File: src/shared/rotate_pkg.sv
/*
  Shared constants for the rotate-left execute unit: APB register map,
  field positions, reset values, opcodes and the instruction phase states.
  Assumes a 32-bit APB with byte addresses and a 12-bit data memory space.
*/
package rotate_pkg;

   // Bus and datapath widths
   localparam int APB_AW = 8;
   localparam int APB_DW = 32;
   localparam int MEM_AW = 12;
   localparam int BYTE_W = 8;

   // Register byte offsets
   localparam logic [7:0] REG_INSTR = 8'h00;
   localparam logic [7:0] REG_ACC   = 8'h04;
   localparam logic [7:0] REG_FLAGS = 8'h08;
   localparam logic [7:0] REG_BANK  = 8'h0c;
   localparam logic [7:0] REG_CFG   = 8'h10;
   localparam logic [7:0] REG_INDEX = 8'h14;
   localparam logic [7:0] REG_STAT  = 8'h18;

   // Status flag positions
   localparam int FLAG_C  = 0;
   localparam int FLAG_DC = 1;
   localparam int FLAG_Z  = 2;
   localparam int FLAG_OV = 3;
   localparam int FLAG_N  = 4;
   localparam int FLAG_W  = 5;

   // Instruction word fields
   localparam int OPC_HI  = 15;
   localparam int OPC_LO  = 10;
   localparam int DEST_B  = 9;
   localparam int BANKA_B = 8;
   localparam logic [5:0] OPC_RLC  = 6'h0d;   // 0011 01
   localparam logic [5:0] OPC_RLNC = 6'h11;   // 0100 01

   // Addressing constants
   localparam logic [7:0]  IDX_LIMIT   = 8'h5f;  // Indexed offsets 0..95
   localparam logic [3:0]  ACC_HI_BANK = 4'hf;   // Upper access bank half
   localparam int          CFG_EXT_B   = 0;
   localparam int          STAT_BUSY_B = 0;
   localparam int          STAT_ERR_B  = 1;

   // Reset values
   localparam logic [15:0] INSTR_RST = 16'h0000;
   localparam logic [7:0]  ACC_RST   = 8'h00;
   localparam logic [4:0]  FLAGS_RST = 5'h00;
   localparam logic [3:0]  BANK_RST  = 4'h0;
   localparam logic [11:0] INDEX_RST = 12'h000;

   // Instruction cycle phases
   typedef enum logic [2:0] {S_IDLE, S_Q1, S_Q2, S_Q3, S_Q4} phase_e;

endpackage : rotate_pkg

File: src/rtl/rotate_left_execute_unit.sv
/*
  Rotate-left execute unit with an APB register file. Software loads an
  instruction word; the unit runs four phases (decode, read, process, write)
  against an external banked data memory and updates accumulator or memory byte, and flags.
  Assumes the data memory answers a read one cycle after mem_rd.
*/
`timescale 1ns/1ps
module rotate_left_execute_unit (
   // Clock and reset
   input  wire logic                           pclk,
   input  wire logic                           presetn,
   // APB slave
   input  wire logic                           psel,
   input  wire logic                           penable,
   input  wire logic                           pwrite,
   input  wire logic [rotate_pkg::APB_AW-1:0]  paddr,
   input  wire logic [rotate_pkg::APB_DW-1:0]  pwdata,
   output logic      [rotate_pkg::APB_DW-1:0]  prdata,
   output logic                                pready,
   output logic                                pslverr,
   // Banked data memory
   output logic      [rotate_pkg::MEM_AW-1:0]  mem_addr,
   output logic                                mem_rd,
   input  wire logic [rotate_pkg::BYTE_W-1:0]  mem_rdata,
   output logic                                mem_wr,
   output logic      [rotate_pkg::BYTE_W-1:0]  mem_wdata
);
   import rotate_pkg::*;

   phase_e            state_ff,   nxt_state;
   logic [15:0]       instr_ff,   nxt_instr;
   logic [7:0]        acc_ff,     nxt_acc;
   logic [FLAG_W-1:0] flags_ff,   nxt_flags;
   logic [3:0]        bank_ff,    nxt_bank;
   logic              ext_ff,     nxt_ext;
   logic [11:0]       index_ff,   nxt_index;
   logic              err_ff,     nxt_err;
   logic              rlc_ff,     nxt_rlc;
   logic              dest_ff,    nxt_dest;
   logic [7:0]        result_ff,  nxt_result;
   logic [11:0]       addr_ff,    nxt_addr;
   logic              rd_ff,      nxt_rd;
   logic              wr_ff,      nxt_wr;
   logic [7:0]        wdata_ff,   nxt_wdata;
   logic [31:0]       prdata_ff,  nxt_prdata;
   logic              pready_ff,  nxt_pready;
   logic              pslverr_ff, nxt_pslverr;
   logic [7:0]        rot_res;
   logic              rot_cout;
   logic              busy;
   logic              apb_done;
   logic [5:0]        opc;
   logic [7:0]        fadr;

   // Shared rotator, fed straight from the memory read data
   rotate_core u_rot (
      .src        (mem_rdata),
      .cin        (flags_ff[FLAG_C]),
      .thru_carry (rlc_ff),
      .result     (rot_res),
      .cout       (rot_cout)
   );

   assign busy     = (state_ff != S_IDLE);
   assign apb_done = psel & penable & pready_ff;
   assign opc      = instr_ff[OPC_HI:OPC_LO];
   assign fadr     = instr_ff[7:0];

   // Next-state logic: APB slave first, execution phases last
   always_comb begin
      nxt_state   = state_ff;
      nxt_instr   = instr_ff;
      nxt_acc     = acc_ff;
      nxt_flags   = flags_ff;
      nxt_bank    = bank_ff;
      nxt_ext     = ext_ff;
      nxt_index   = index_ff;
      nxt_err     = err_ff;
      nxt_rlc     = rlc_ff;
      nxt_dest    = dest_ff;
      nxt_result  = result_ff;
      nxt_addr    = addr_ff;
      nxt_rd      = 1'b0;
      nxt_wr      = 1'b0;
      nxt_wdata   = wdata_ff;
      // One wait state keeps every bus output registered
      nxt_pready  = psel & penable & ~pready_ff;
      nxt_prdata  = 32'h0;
      nxt_pslverr = 1'b0;
      if (nxt_pready) begin
         case (paddr)
            REG_INSTR: nxt_prdata = {16'h0, instr_ff};
            REG_ACC:   nxt_prdata = {24'h0, acc_ff};
            REG_FLAGS: nxt_prdata = {27'h0, flags_ff};
            REG_BANK:  nxt_prdata = {28'h0, bank_ff};
            REG_CFG:   nxt_prdata = {31'h0, ext_ff};
            REG_INDEX: nxt_prdata = {20'h0, index_ff};
            REG_STAT:  nxt_prdata = {30'h0, err_ff, busy};
            default:   nxt_pslverr = 1'b1;
         endcase
         // Register writes during execution would race the datapath
         if (pwrite && busy && paddr != REG_STAT) begin
            nxt_pslverr = 1'b1;
         end
      end
      // Writes take effect only at the completing edge
      if (apb_done && pwrite && !pslverr_ff) begin
         case (paddr)
            REG_INSTR: begin
               nxt_instr = pwdata[15:0];
               nxt_state = S_Q1;
            end
            REG_ACC:   nxt_acc   = pwdata[7:0];
            REG_FLAGS: nxt_flags = pwdata[FLAG_W-1:0];
            REG_BANK:  nxt_bank  = pwdata[3:0];
            REG_CFG:   nxt_ext   = pwdata[CFG_EXT_B];
            REG_INDEX: nxt_index = pwdata[11:0];
            REG_STAT:  if (pwdata[STAT_ERR_B]) nxt_err = 1'b0;
            default:   nxt_err = err_ff;
         endcase
      end
      // Instruction phases; later assignments win, so a set beats a clear
      case (state_ff)
         S_IDLE: begin
         end
         S_Q1: begin
            if (opc == OPC_RLC || opc == OPC_RLNC) begin
               nxt_rlc  = (opc == OPC_RLC);
               nxt_dest = instr_ff[DEST_B];
               if (instr_ff[BANKA_B]) begin
                  nxt_addr = {bank_ff, fadr};
               end else if (ext_ff && fadr <= IDX_LIMIT) begin
                  nxt_addr = index_ff + {4'h0, fadr};
               end else if (fadr <= IDX_LIMIT) begin
                  nxt_addr = {4'h0, fadr};
               end else begin
                  nxt_addr = {ACC_HI_BANK, fadr};
               end
               nxt_rd    = 1'b1;
               nxt_state = S_Q2;
            end else begin
               nxt_err   = 1'b1;
               nxt_state = S_IDLE;
            end
         end
         S_Q2: nxt_state = S_Q3;
         S_Q3: begin
            nxt_result          = rot_res;
            nxt_flags[FLAG_C]   = rot_cout;
            nxt_flags[FLAG_N]   = rot_res[7];
            nxt_flags[FLAG_Z]   = (rot_res == 8'h00);
            if (dest_ff) begin
               nxt_wr    = 1'b1;
               nxt_wdata = rot_res;
            end else begin
               nxt_acc   = rot_res;
            end
            nxt_state = S_Q4;
         end
         S_Q4: nxt_state = S_IDLE;
         default: nxt_state = S_IDLE;
      endcase
   end

   // State registers
   always_ff @(posedge pclk or negedge presetn) begin
      if (!presetn) begin
         state_ff   <= S_IDLE;
         instr_ff   <= INSTR_RST;
         acc_ff     <= ACC_RST;
         flags_ff   <= FLAGS_RST;
         bank_ff    <= BANK_RST;
         ext_ff     <= 1'b0;
         index_ff   <= INDEX_RST;
         err_ff     <= 1'b0;
         rlc_ff     <= 1'b0;
         dest_ff    <= 1'b0;
         result_ff  <= 8'h00;
         addr_ff    <= 12'h000;
         rd_ff      <= 1'b0;
         wr_ff      <= 1'b0;
         wdata_ff   <= 8'h00;
         prdata_ff  <= 32'h0;
         pready_ff  <= 1'b0;
         pslverr_ff <= 1'b0;
      end else begin
         state_ff   <= nxt_state;
         instr_ff   <= nxt_instr;
         acc_ff     <= nxt_acc;
         flags_ff   <= nxt_flags;
         bank_ff    <= nxt_bank;
         ext_ff     <= nxt_ext;
         index_ff   <= nxt_index;
         err_ff     <= nxt_err;
         rlc_ff     <= nxt_rlc;
         dest_ff    <= nxt_dest;
         result_ff  <= nxt_result;
         addr_ff    <= nxt_addr;
         rd_ff      <= nxt_rd;
         wr_ff      <= nxt_wr;
         wdata_ff   <= nxt_wdata;
         prdata_ff  <= nxt_prdata;
         pready_ff  <= nxt_pready;
         pslverr_ff <= nxt_pslverr;
      end
   end

   // Outputs straight from flops
   assign prdata    = prdata_ff;
   assign pready    = pready_ff;
   assign pslverr   = pslverr_ff;
   assign mem_addr  = addr_ff;
   assign mem_rd    = rd_ff;
   assign mem_wr    = wr_ff;
   assign mem_wdata = wdata_ff;
endmodule : rotate_left_execute_unit

File: src/rtl/rotate_core.sv
/*
  Combinational one-bit left rotator, with or without the carry flag.
  Assumes the caller registers the result and the carry out.
*/
`timescale 1ns/1ps
module rotate_core (
   // Operand
   input  wire logic [7:0] src,
   input  wire logic       cin,
   input  wire logic       thru_carry,
   // Result
   output logic [7:0]      result,
   output logic            cout
);
   import rotate_pkg::*;

   // Bit 7 leaves into carry or wraps round to bit 0
   always_comb begin
      if (thru_carry) begin
         result = {src[6:0], cin};
         cout   = src[7];
      end else begin
         result = {src[6:0], src[7]};
         cout   = cin;
      end
   end

endmodule : rotate_core

File: config.mk
export PLATFORM = sky130hd
export DESIGN_NAME = rotate_left_execute_unit
export DESIGN_NICKNAME = d
export VERILOG_FILES = /design/src/shared/rotate_pkg.sv /design/src/rtl/rotate_left_execute_unit.sv /design/src/rtl/rotate_core.sv
export SDC_FILE = /design/constraint.sdc
export NUM_CORES = 1
export LEC_CHECK = 0
export BUFFER_PORTS_ARGS = -buffer_cell sky130_fd_sc_hd__buf_4
export CAP_MARGIN = 5
export CORE_MARGIN = 3
export CORE_UTILIZATION = 51
export CTS_BUF_LIST = sky130_fd_sc_hd__clkbuf_2 sky130_fd_sc_hd__clkbuf_4 sky130_fd_sc_hd__clkbuf_8
export DETAILED_ROUTE_END_ITERATION = 8
export PLACE_DENSITY_LB_ADDON = 0.12
export SLEW_MARGIN = 20
export SYNTH_ARGS = -nofsm -noshare
export SYNTH_HDL_FRONTEND = slang
export SYNTH_SLANG_ARGS = --single-unit
File: constraint.sdc
create_clock -name pclk -period 3.1 [get_ports pclk]
set_clock_uncertainty 0.1 [all_clocks]
set_input_delay 0.465 -clock pclk [delete_from_list [all_inputs] [get_ports pclk]]
set_output_delay 0.465 -clock pclk [all_outputs]
set_load 0.02 [all_outputs]
==> metrics.cfg, run 1 <==
[floorplanning]
core_mm2=0.00881
initial_core_util_pct=53.3
die_w_um=102
die_h_um=102
dieArea_mm2=0.0104
rows=34
ioPinCount=109

[clocking]
cts_buffers=9
cts-htree-levels=3
post_cts_buffers=0
cts_tree=done
clock_latency_ps=360
clk_pin_slew_worst_paths_ps=100
clock-sinks=92
ctsResizeCount=0
clock_path_buffers=2
clockRootBuffer=clkbuf_8

[synth]
syn_avg_cell_area_um2=11.0
ys_ff_latch=92
netlist_area_mm2=0.00469
seq_area_frac_synth_pct=49.1
synth_most_common_cell=dfrtp_1
synthCells=425
synth.distinct_cells=57
ys_warn_count=0
synthTopCellsByCount=dfrtp_1, nand2_1, mux2_2
synth.top_cell.area_share_pct=49.1
yosysTopAreaCell=dfrtp_1
ys.flop_type=dfrtp_1
synth_edf_count=0
netlist_top_cells_area=dfrtp_1, mux2_2, mux2i_1, mux2_4, o21ai_0
async_flop_share_pct=100

[final_layout]
final_layout_size_suffix_gt1_share_pct=28.7
antennaDiodeCount=0
design_area_mm2=0.00551
synthToLayoutAreaGrowth_pct=17.6
nNetsFinal=565

[hold_path]
whs_endpoint=instr_ff[12]$_DFFE_PN0P_
holdCritStartpoint=pwdata[12]
min_path_cells=3
min_path_type=input pin to flop

[setup_path]
cp_data_arrival_time_ps=2540
crit_required_ps=3240
r2r-start=instr_ff[0]$_DFFE_PN0P_
crit_fanout=4
critPathLaunchType=flop
r2r_slack_ps=700
reg2reg_depth=8
slowest_delay_ps=500
critPathSlowestCell=a2111oi_0
path_cells=ha_1 > inv_1 > fa_1 > nor2b_1 > o21ai_0 > nor4bb_1 > a2111oi_0 > a21oi_1
crit_type=flop to flop
endpoint_kind=flop
rr_endpoint=mem_addr[4]$_DFFE_PN0P_

[route]
viasPerCell=5.56
routedWlPerCell_um=17.4
num_vias=3424
dr.pass1.iters=7
first_iter_violations=218
drtAntennaViolNets=0
drc_errors=0
wl_mm=10.7

[global_route]
antenna_found_initial=0
track_usage_pct=21.4
grt_pass1_vias=3367
grtUsageMet1_pct=30.1
grt_use_met3_pct=3.96
grt_first_pass_wirelength_mm=17.3
grt.busiest_layer=met2
grt_max_degree=51
use_met2_pct=33.2
grt-ovfl-total=0

[pwr]
leakagePower_uw=0.00273
peakVddDrop_mv=0.294
power_uw=2190
p_per_area_mw_per_mm2=397

[timing]
fmax_mhz=417
hold_violations=0
slew_viol_final=0
fin_crit_ps=2400
worst_hold_slack_ps=201
final-setup-viol-count=0
tightest_slew_ps=791
maxSlewHeadroom_pct=47.1
layout_setup_ws_ps=700
post-route-period-util_pct=77.4
tns_ps=0
rsz0062_at_grt=no

[placed_design]
placed_cell_area_mm2=0.00531
dp_hpwl_mm=7.87
gp_congestion=0.871
place_ws_ps=496
port_buffers=76

[run_status]
status=completed

[run]
drv_cap=0

-- kinds of logic after synthesis --
| family | count (synthesis) | share of synthesized area [%] |
|---|---|---|
| other | 1 | 0.0800 |
| multiplexers | 64 | 16.4 |
| AND/OR/NAND/NOR | 125 | 14.3 |
| buffers and inverters | 46 | 5.52 |
| XOR/XNOR | 3 | 0.560 |
| flip-flops | 92 | 49.1 |
| AO/OA/AOI/OAI | 85 | 11.5 |
| adder cells (fa/ha/maj) | 9 | 2.56 |
-- metrics by stage --
| stage | instances | util [%] |
|---|---|---|
| 4_1_cts | 616 | 62.6 |
| 5_1_grt | 616 | 62.6 |
| 3_5_place_dp | 599 | 60.3 |
| 2_1_floorplan | 440 | - |
| 6_report | 616 | 62.6 |
| 3_3_place_gp | 599 | 60.3 |
-- worst max-delay path by stage --
stage / slack [ps] / end / from / cells after the start
6_report: 700 / mem_addr[4]$_DFFE_PN0P_ / instr_ff[0]$_DFFE_PN0P_ / 8
5_1_grt: 560 / mem_addr[11]$_DFFE_PN0P_ / instr_ff[11]$_DFFE_PN0P_ / 6
4_1_cts: 700 / mem_addr[4]$_DFFE_PN0P_ / instr_ff[0]$_DFFE_PN0P_ / 8
3_5_place_dp: 500 / acc_ff[6]$_DFF_PN0_ / paddr[4] / 6
3_3_place_gp: 560 / index_ff[9]$_DFFE_PN0P_ / paddr[5] / 6
2_1_floorplan: 820 / instr_ff[0]$_DFFE_PN0P_ / paddr[5] / 5
-- layout by cell type (no fill, tap or decap), drive strengths merged, types with 2 or more instances in the layout --
master   instances
xnor2            2
conb            16
inv             17
and3             6
nand3b           4
and3b            3
nand2           32
a22oi           11
and2             5
nand4            4
a21oi           19
nor4             2
ha               8
o21ai           26
a2111oi          2
mux4             3
clkinv           3
a31oi            2
o31ai            3
o211ai           3
a211oi           3
o21a             3
mux2            43
nor3            14
nor3b            3
nand3           12
a22o             3
dfrtp           92
nor2b           10
mux2i           18
buf             82
a21o             4
clkbuf           9
nor2            22
-- where the power goes --
group | switching (µW) | internal (µW)
Combinational | 90.2 | 56.1
Clock | 450 | 377
Sequential | 5.74 | 1210
-- metal layers --
layer,share of wire [%],vias to the layer above
met5,0,-
li1,-,1660
met4,1.3,0
met2,48,85
met1,47,1669
met3,4.1,10
-- worst max-delay path, delay by kind of cell (launching register included) --
family | cells | cell delay, ps
compound gates | 3 | 720
fa+ha+maj | 2 | 600
buf+inv | 1 | 60
flops | 1 | 410
simple gates | 2 | 390
-- timing repair --
item	4_1_cts	5_1_grt
hold endpoints to repair	4	0
setup endpoints to repair	0	0
hold buffers	1	0
-- sequential cells by signal, summed over array words and instances, names as in the netlist, 3 cells and up --
register	flops
acc_ff	8
bank_ff	4
flags_ff	5
index_ff	12
instr_ff	16
mem_addr	12
mem_wdata	8
prdata	16
state_ff	3
-- area by class of cell --
type / instances / area, µm²
Sequential cell: 92 / 2300
Fill cell: 746 / 3290
Clock buffer: 9 / 124
Timing Repair Buffer: 83 / 638
Clock inverter: 7 / 73.8
Tap cell: 108 / 135
Multi-Input combinational cell: 302 / 2180
Inverter: 15 / 56.3
No activity file was read; power rests on OpenSTA's default activity.
==> run 2: changes to the inputs <==
Clock period 3.1 ns to 2.09 ns, I/O delays scaled along.
==> metrics.cfg, run 2 (synthesis gave the netlist of run 1 again) <==
[timing]
slew_viol_final=0
final-setup-viol-count=1
rsz0062_at_grt=yes
fmax_mhz=466
hold_violations=0
post-route-period-util_pct=103
fin_crit_ps=2150
layout_setup_ws_ps=-55.2
worst_hold_slack_ps=46.3

[setup_path]
r2r_slack_ps=-60
cp_data_arrival_time_ps=2300
crit_fanout=3
crit_required_ps=2250
crit_type=flop to flop
endpoint_kind=flop
r2r-start=index_ff[0]$_DFFE_PN0P_
critPathLaunchType=flop
reg2reg_depth=9
rr_endpoint=mem_addr[4]$_DFFE_PN0P_

[hold_path]
whs_endpoint=instr_ff[14]$_DFFE_PN0P_
holdCritStartpoint=pwdata[14]
min_path_cells=3
min_path_type=input pin to flop

[pwr]
peakVddDrop_mv=0.408
p_per_area_mw_per_mm2=565
leakagePower_uw=0.00298

[final_layout]
final_cell_mix=buf_4, dfrtp_1, nand2_1
synthToLayoutAreaGrowth_pct=29.0
nFillCells=667
seq_area_mm2=0.00230
multiInputGateArea_mm2=0.00234
final_common_cell=buf_4
antennaDiodeCount=0
final_layout_size_suffix_gt1_share_pct=38.1
nNetsFinal=606

[clocking]
clock_latency_ps=360
clock_path_buffers=2
cts_tree=done
cts-htree-levels=3
clk_pin_slew_worst_paths_ps=100
cts_buffers=9
clockRootBuffer=clkbuf_8
clock-sinks=92

[run]
drv_cap=0

[route]
num_vias=3661
met2_length_mm=5.68
viasPerCell=5.57
wl_mm=11.4
drc_errors=0
dr.pass1.iters=4
routedWlPerCell_um=17.4
highest_layer=met4
met3_wirelength_um=442
drt-met1-wl_mm=5.14
first_iter_violations=205
drtAntennaViolNets=0

[floorplanning]
dieArea_mm2=0.0104
rows=34
die_w_um=102
initial_core_util_pct=53.3
core_mm2=0.00881
ioPinCount=109
die_h_um=102

[global_route]
antenna_found_initial=0
track_usage_pct=22.6
grt_pass1_vias=3705
grt-ovfl-total=0
grt_first_pass_wirelength_mm=18.2
grt_max_degree=44

[placed_design]
dp_hpwl_mm=8.60
place_ws_ps=-320
gp_congestion=0.907
port_buffers=76

[run_status]
violations=negative setup slack
status=finished, violations left

run 2: cell count changes in the layout (fill, tap and decap cells not counted), sizes merged:
cell      before  now
buf           82  123
clkinvlp       1    0
bufinv         1    2
clkinv         3    1
clkbuf         9   11
run 2: metrics by stage:
stage	util (%)	instances	total power [µW]	TNS, ps	area [µm²]
floorplan	-	440	1940	-485	4750
global placement	63.9	637	2060	-558	5630
detailed placement	63.9	637	2060	-981	5630
CTS	66.9	654	3440	0	5890
global route	68.7	657	3520	-300	6050
finish	68.7	657	3420	-55.2	6050
run 2: what timing repair did:
action / CTS / global route
resized for setup: 9 / 26
hold buffers: 1 / 0
endpoints found under the hold margin: 30 / 0
gates cloned: 0 / 0
buffers inserted: 0 / 3
endpoints found under the setup margin: 5 / 7
pin swaps: 1 / 9
run 2: how the worst max path moves through the flow:
| stage | from | to | slack [ps] | depth (start not counted) |
|---|---|---|---|---|
| after floorplan | paddr[5] | instr_ff[0]$_DFFE_PN0P_ | -40 | 5 |
| after global routing | instr_ff[0]$_DFFE_PN0P_ | mem_addr[4]$_DFFE_PN0P_ | -130 | 9 |
| after global placement | instr_ff[0]$_DFFE_PN0P_ | mem_addr[4]$_DFFE_PN0P_ | -200 | 9 |
| after CTS | instr_ff[0]$_DFFE_PN0P_ | mem_addr[6]$_DFFE_PN0P_ | 20 | 8 |
| after detailed placement | instr_ff[0]$_DFFE_PN0P_ | mem_addr[4]$_DFFE_PN0P_ | -320 | 9 |
| final | index_ff[0]$_DFFE_PN0P_ | mem_addr[4]$_DFFE_PN0P_ | -60 | 9 |
run 2: final cells by class:
class	instances	share of cell area (%)
Inverter	15	0.931
Clock buffer	11	2.40
Sequential cell	92	38.1
Clock inverter	5	1.37
Timing Repair Buffer	124	16.3
Multi-Input combinational cell	302	38.8
Tap cell	108	2.23
run 2: metal layers:
layer	track usage (%)	vias to the layer above
li1	-	1737
met1	30.8	1820
met2	37.6	90
met3	3.75	14
met4	6.76	0
met5	0	-
run 2: report_power, final:
| group | internal, µW | switching [µW] | total (µW) |
|---|---|---|---|
| clock | 728 | 661 | 1390 |
| combinational | 92.0 | 137 | 229 |
| sequential | 1790 | 8.63 | 1800 |
run 2: critical path, cell delays in order (launching register included):
cell and delay, ps:
dfrtp_1 370, ha_2 200, inv_2 40, fa_2 380, nor2b_4 180, o21ai_2 100, nor4bb_4 170, a2111oi_4 310
buf_4 170, a21oi_2 30
==> run 3: changes to the inputs <==
Settings changed: CORE_ASPECT_RATIO from default to 0.75, CTS_CLUSTER_SIZE from default to 28.
Clock period 2.09 ns to 1.9 ns, I/O delays scaled along.
==> metrics.cfg, run 3 (synthesis gave the netlist of run 1 again) <==
[setup_path]
critPathLaunchType=flop
critPathSlowestCell=dfrtp_1
crit_fanout=4
crit_type=flop to flop
rr_endpoint=mem_addr[6]$_DFFE_PN0P_
endpoint_kind=flop
r2r-start=index_ff[0]$_DFFE_PN0P_
r2r_slack_ps=-170
path_cells=ha_2 > inv_2 > fa_2 > nor2b_4 > o2111ai_4 > a21boi_1 > o31ai_2 > mux2_4
critPathTopFamily=adder cells
cp-startpoint=index_ff[0]$_DFFE_PN0P_
reg2reg_depth=8
crit_buf_inv=1
path_depth=8
crit_end=mem_addr[6]$_DFFE_PN0P_
crit_required_ps=2060
slowest_delay_ps=380
cp_data_arrival_time_ps=2230

[pwr]
p_per_area_mw_per_mm2=596
leakagePower_uw=0.00306
power_uw=3690
peakVddDrop_mv=0.348

[clocking]
cts_buffers=9
clockRootBuffer=clkbuf_8
clock_path_buffers=2
clk_pin_slew_worst_paths_ps=90
clock-sinks=92
cts-htree-levels=3
cts_tree=done
clock_latency_ps=370

[timing]
slew_viol_final=0
layout_setup_ws_ps=-170
rsz0062_at_grt=yes
hold_violations=0
fin_crit_ps=2070
worst_hold_slack_ps=18.8
final-setup-viol-count=7
fmax_mhz=483
post-route-period-util_pct=109

[placed_design]
port_buffers=76
gp_congestion=0.895
dp_hpwl_mm=9.34

[floorplanning]
rows=29
initial_core_util_pct=53.9
dieArea_mm2=0.0104
die_h_um=89.0
core_mm2=0.00871
die_w_um=117
ioPinCount=109

[run_status]
violations=negative setup slack
status=finished, violations left

[global_route]
grt_max_degree=46
grt_pass1_vias=3829
grt-ovfl-total=0
antenna_found_initial=0
grt_first_pass_wirelength_mm=20.1
track_usage_pct=25.4

[final_layout]
final_common_cell=buf_4
nFillCells=664
seq_area_mm2=0.00230
synthToLayoutAreaGrowth_pct=32.0
nNetsFinal=625
final_layout_size_suffix_gt1_share_pct=41.0
final_cell_mix=buf_4, dfrtp_1, nand2_1
antennaDiodeCount=0
multiInputGateArea_mm2=0.00236

[route]
wl_mm=12.5
first_iter_violations=305
viasPerCell=5.76
num_vias=3885
drc_errors=0
dr.pass1.iters=5
drtAntennaViolNets=0
routedWlPerCell_um=18.5

[hold_path]
holdCritStartpoint=pwdata[12]
min_path_cells=3
min_path_type=input pin to flop

[run]
drv_cap=0

==> run 3: layout make-up <==
cell class | count | share of cell area (%)
repair buffers | 143 | 18.2
clock inverters | 4 | 1.21
flip-flops and latches | 92 | 37.2
well taps | 108 | 2.18
inverters | 15 | 0.910
multi-input cells | 302 | 38.1
clock buffers | 10 | 2.22
==> run 3: worst reg2reg max path: stages, from the launching register on <==
cell and delay (ps):
dfrtp_1 380, ha_2 200, inv_2 40, fa_2 360
nor2b_4 190, o2111ai_4 170, a21boi_1 200, o31ai_2 80
mux2_4 250
==> run 3: power by group <==
group	switching (µW)	total, µW	internal, µW
clock network	685	1450	762
registers	9.46	1980	1970
logic	157	265	108
==> run 3: metrics by stage <==
| stage | setup slack [ps] | instance area (µm²) | util [%] | instances | TNS [ps] |
|---|---|---|---|---|---|
| floorplan | -201 | 4770 | - | 440 | -2770 |
| global placement | -277 | 5790 | 66.5 | 655 | -5570 |
| detailed placement | -302 | 5790 | 66.5 | 655 | -6600 |
| CTS | -138 | 6110 | 70.1 | 672 | -519 |
| global route | -265 | 6190 | 71.1 | 674 | -1490 |
| finish | -170 | 6190 | 71.1 | 674 | -633 |
==> run 3: metal layers <==
| layer | wire length [µm] | global-route usage, % |
|---|---|---|
| met2 | 5770 | 40.2 |
| met4 | 165 | 6.04 |
| met3 | 812 | 5.62 |
| met1 | 5710 | 36.0 |
| met5 | 0 | 0 |
==> run 3: worst min-delay path by stage <==
stage                               end  slack, ps
6_report       instr_ff[12]$_DFFE_PN0P_         20
4_1_cts        instr_ff[12]$_DFFE_PN0P_         20
2_1_floorplan       acc_ff[0]$_DFF_PN0_       -110
3_3_place_gp    mem_addr[6]$_DFFE_PN0P_        110
3_5_place_dp    mem_addr[6]$_DFFE_PN0P_        110
5_1_grt        instr_ff[12]$_DFFE_PN0P_         30
==> run 3: repair_timing <==
action,in CTS,in global routing
setup endpoints to repair,8,11
hold endpoints to repair,20,0
gates resized for setup,16,15
hold buffers,1,0
setup buffers,2,3
pin swaps,6,6
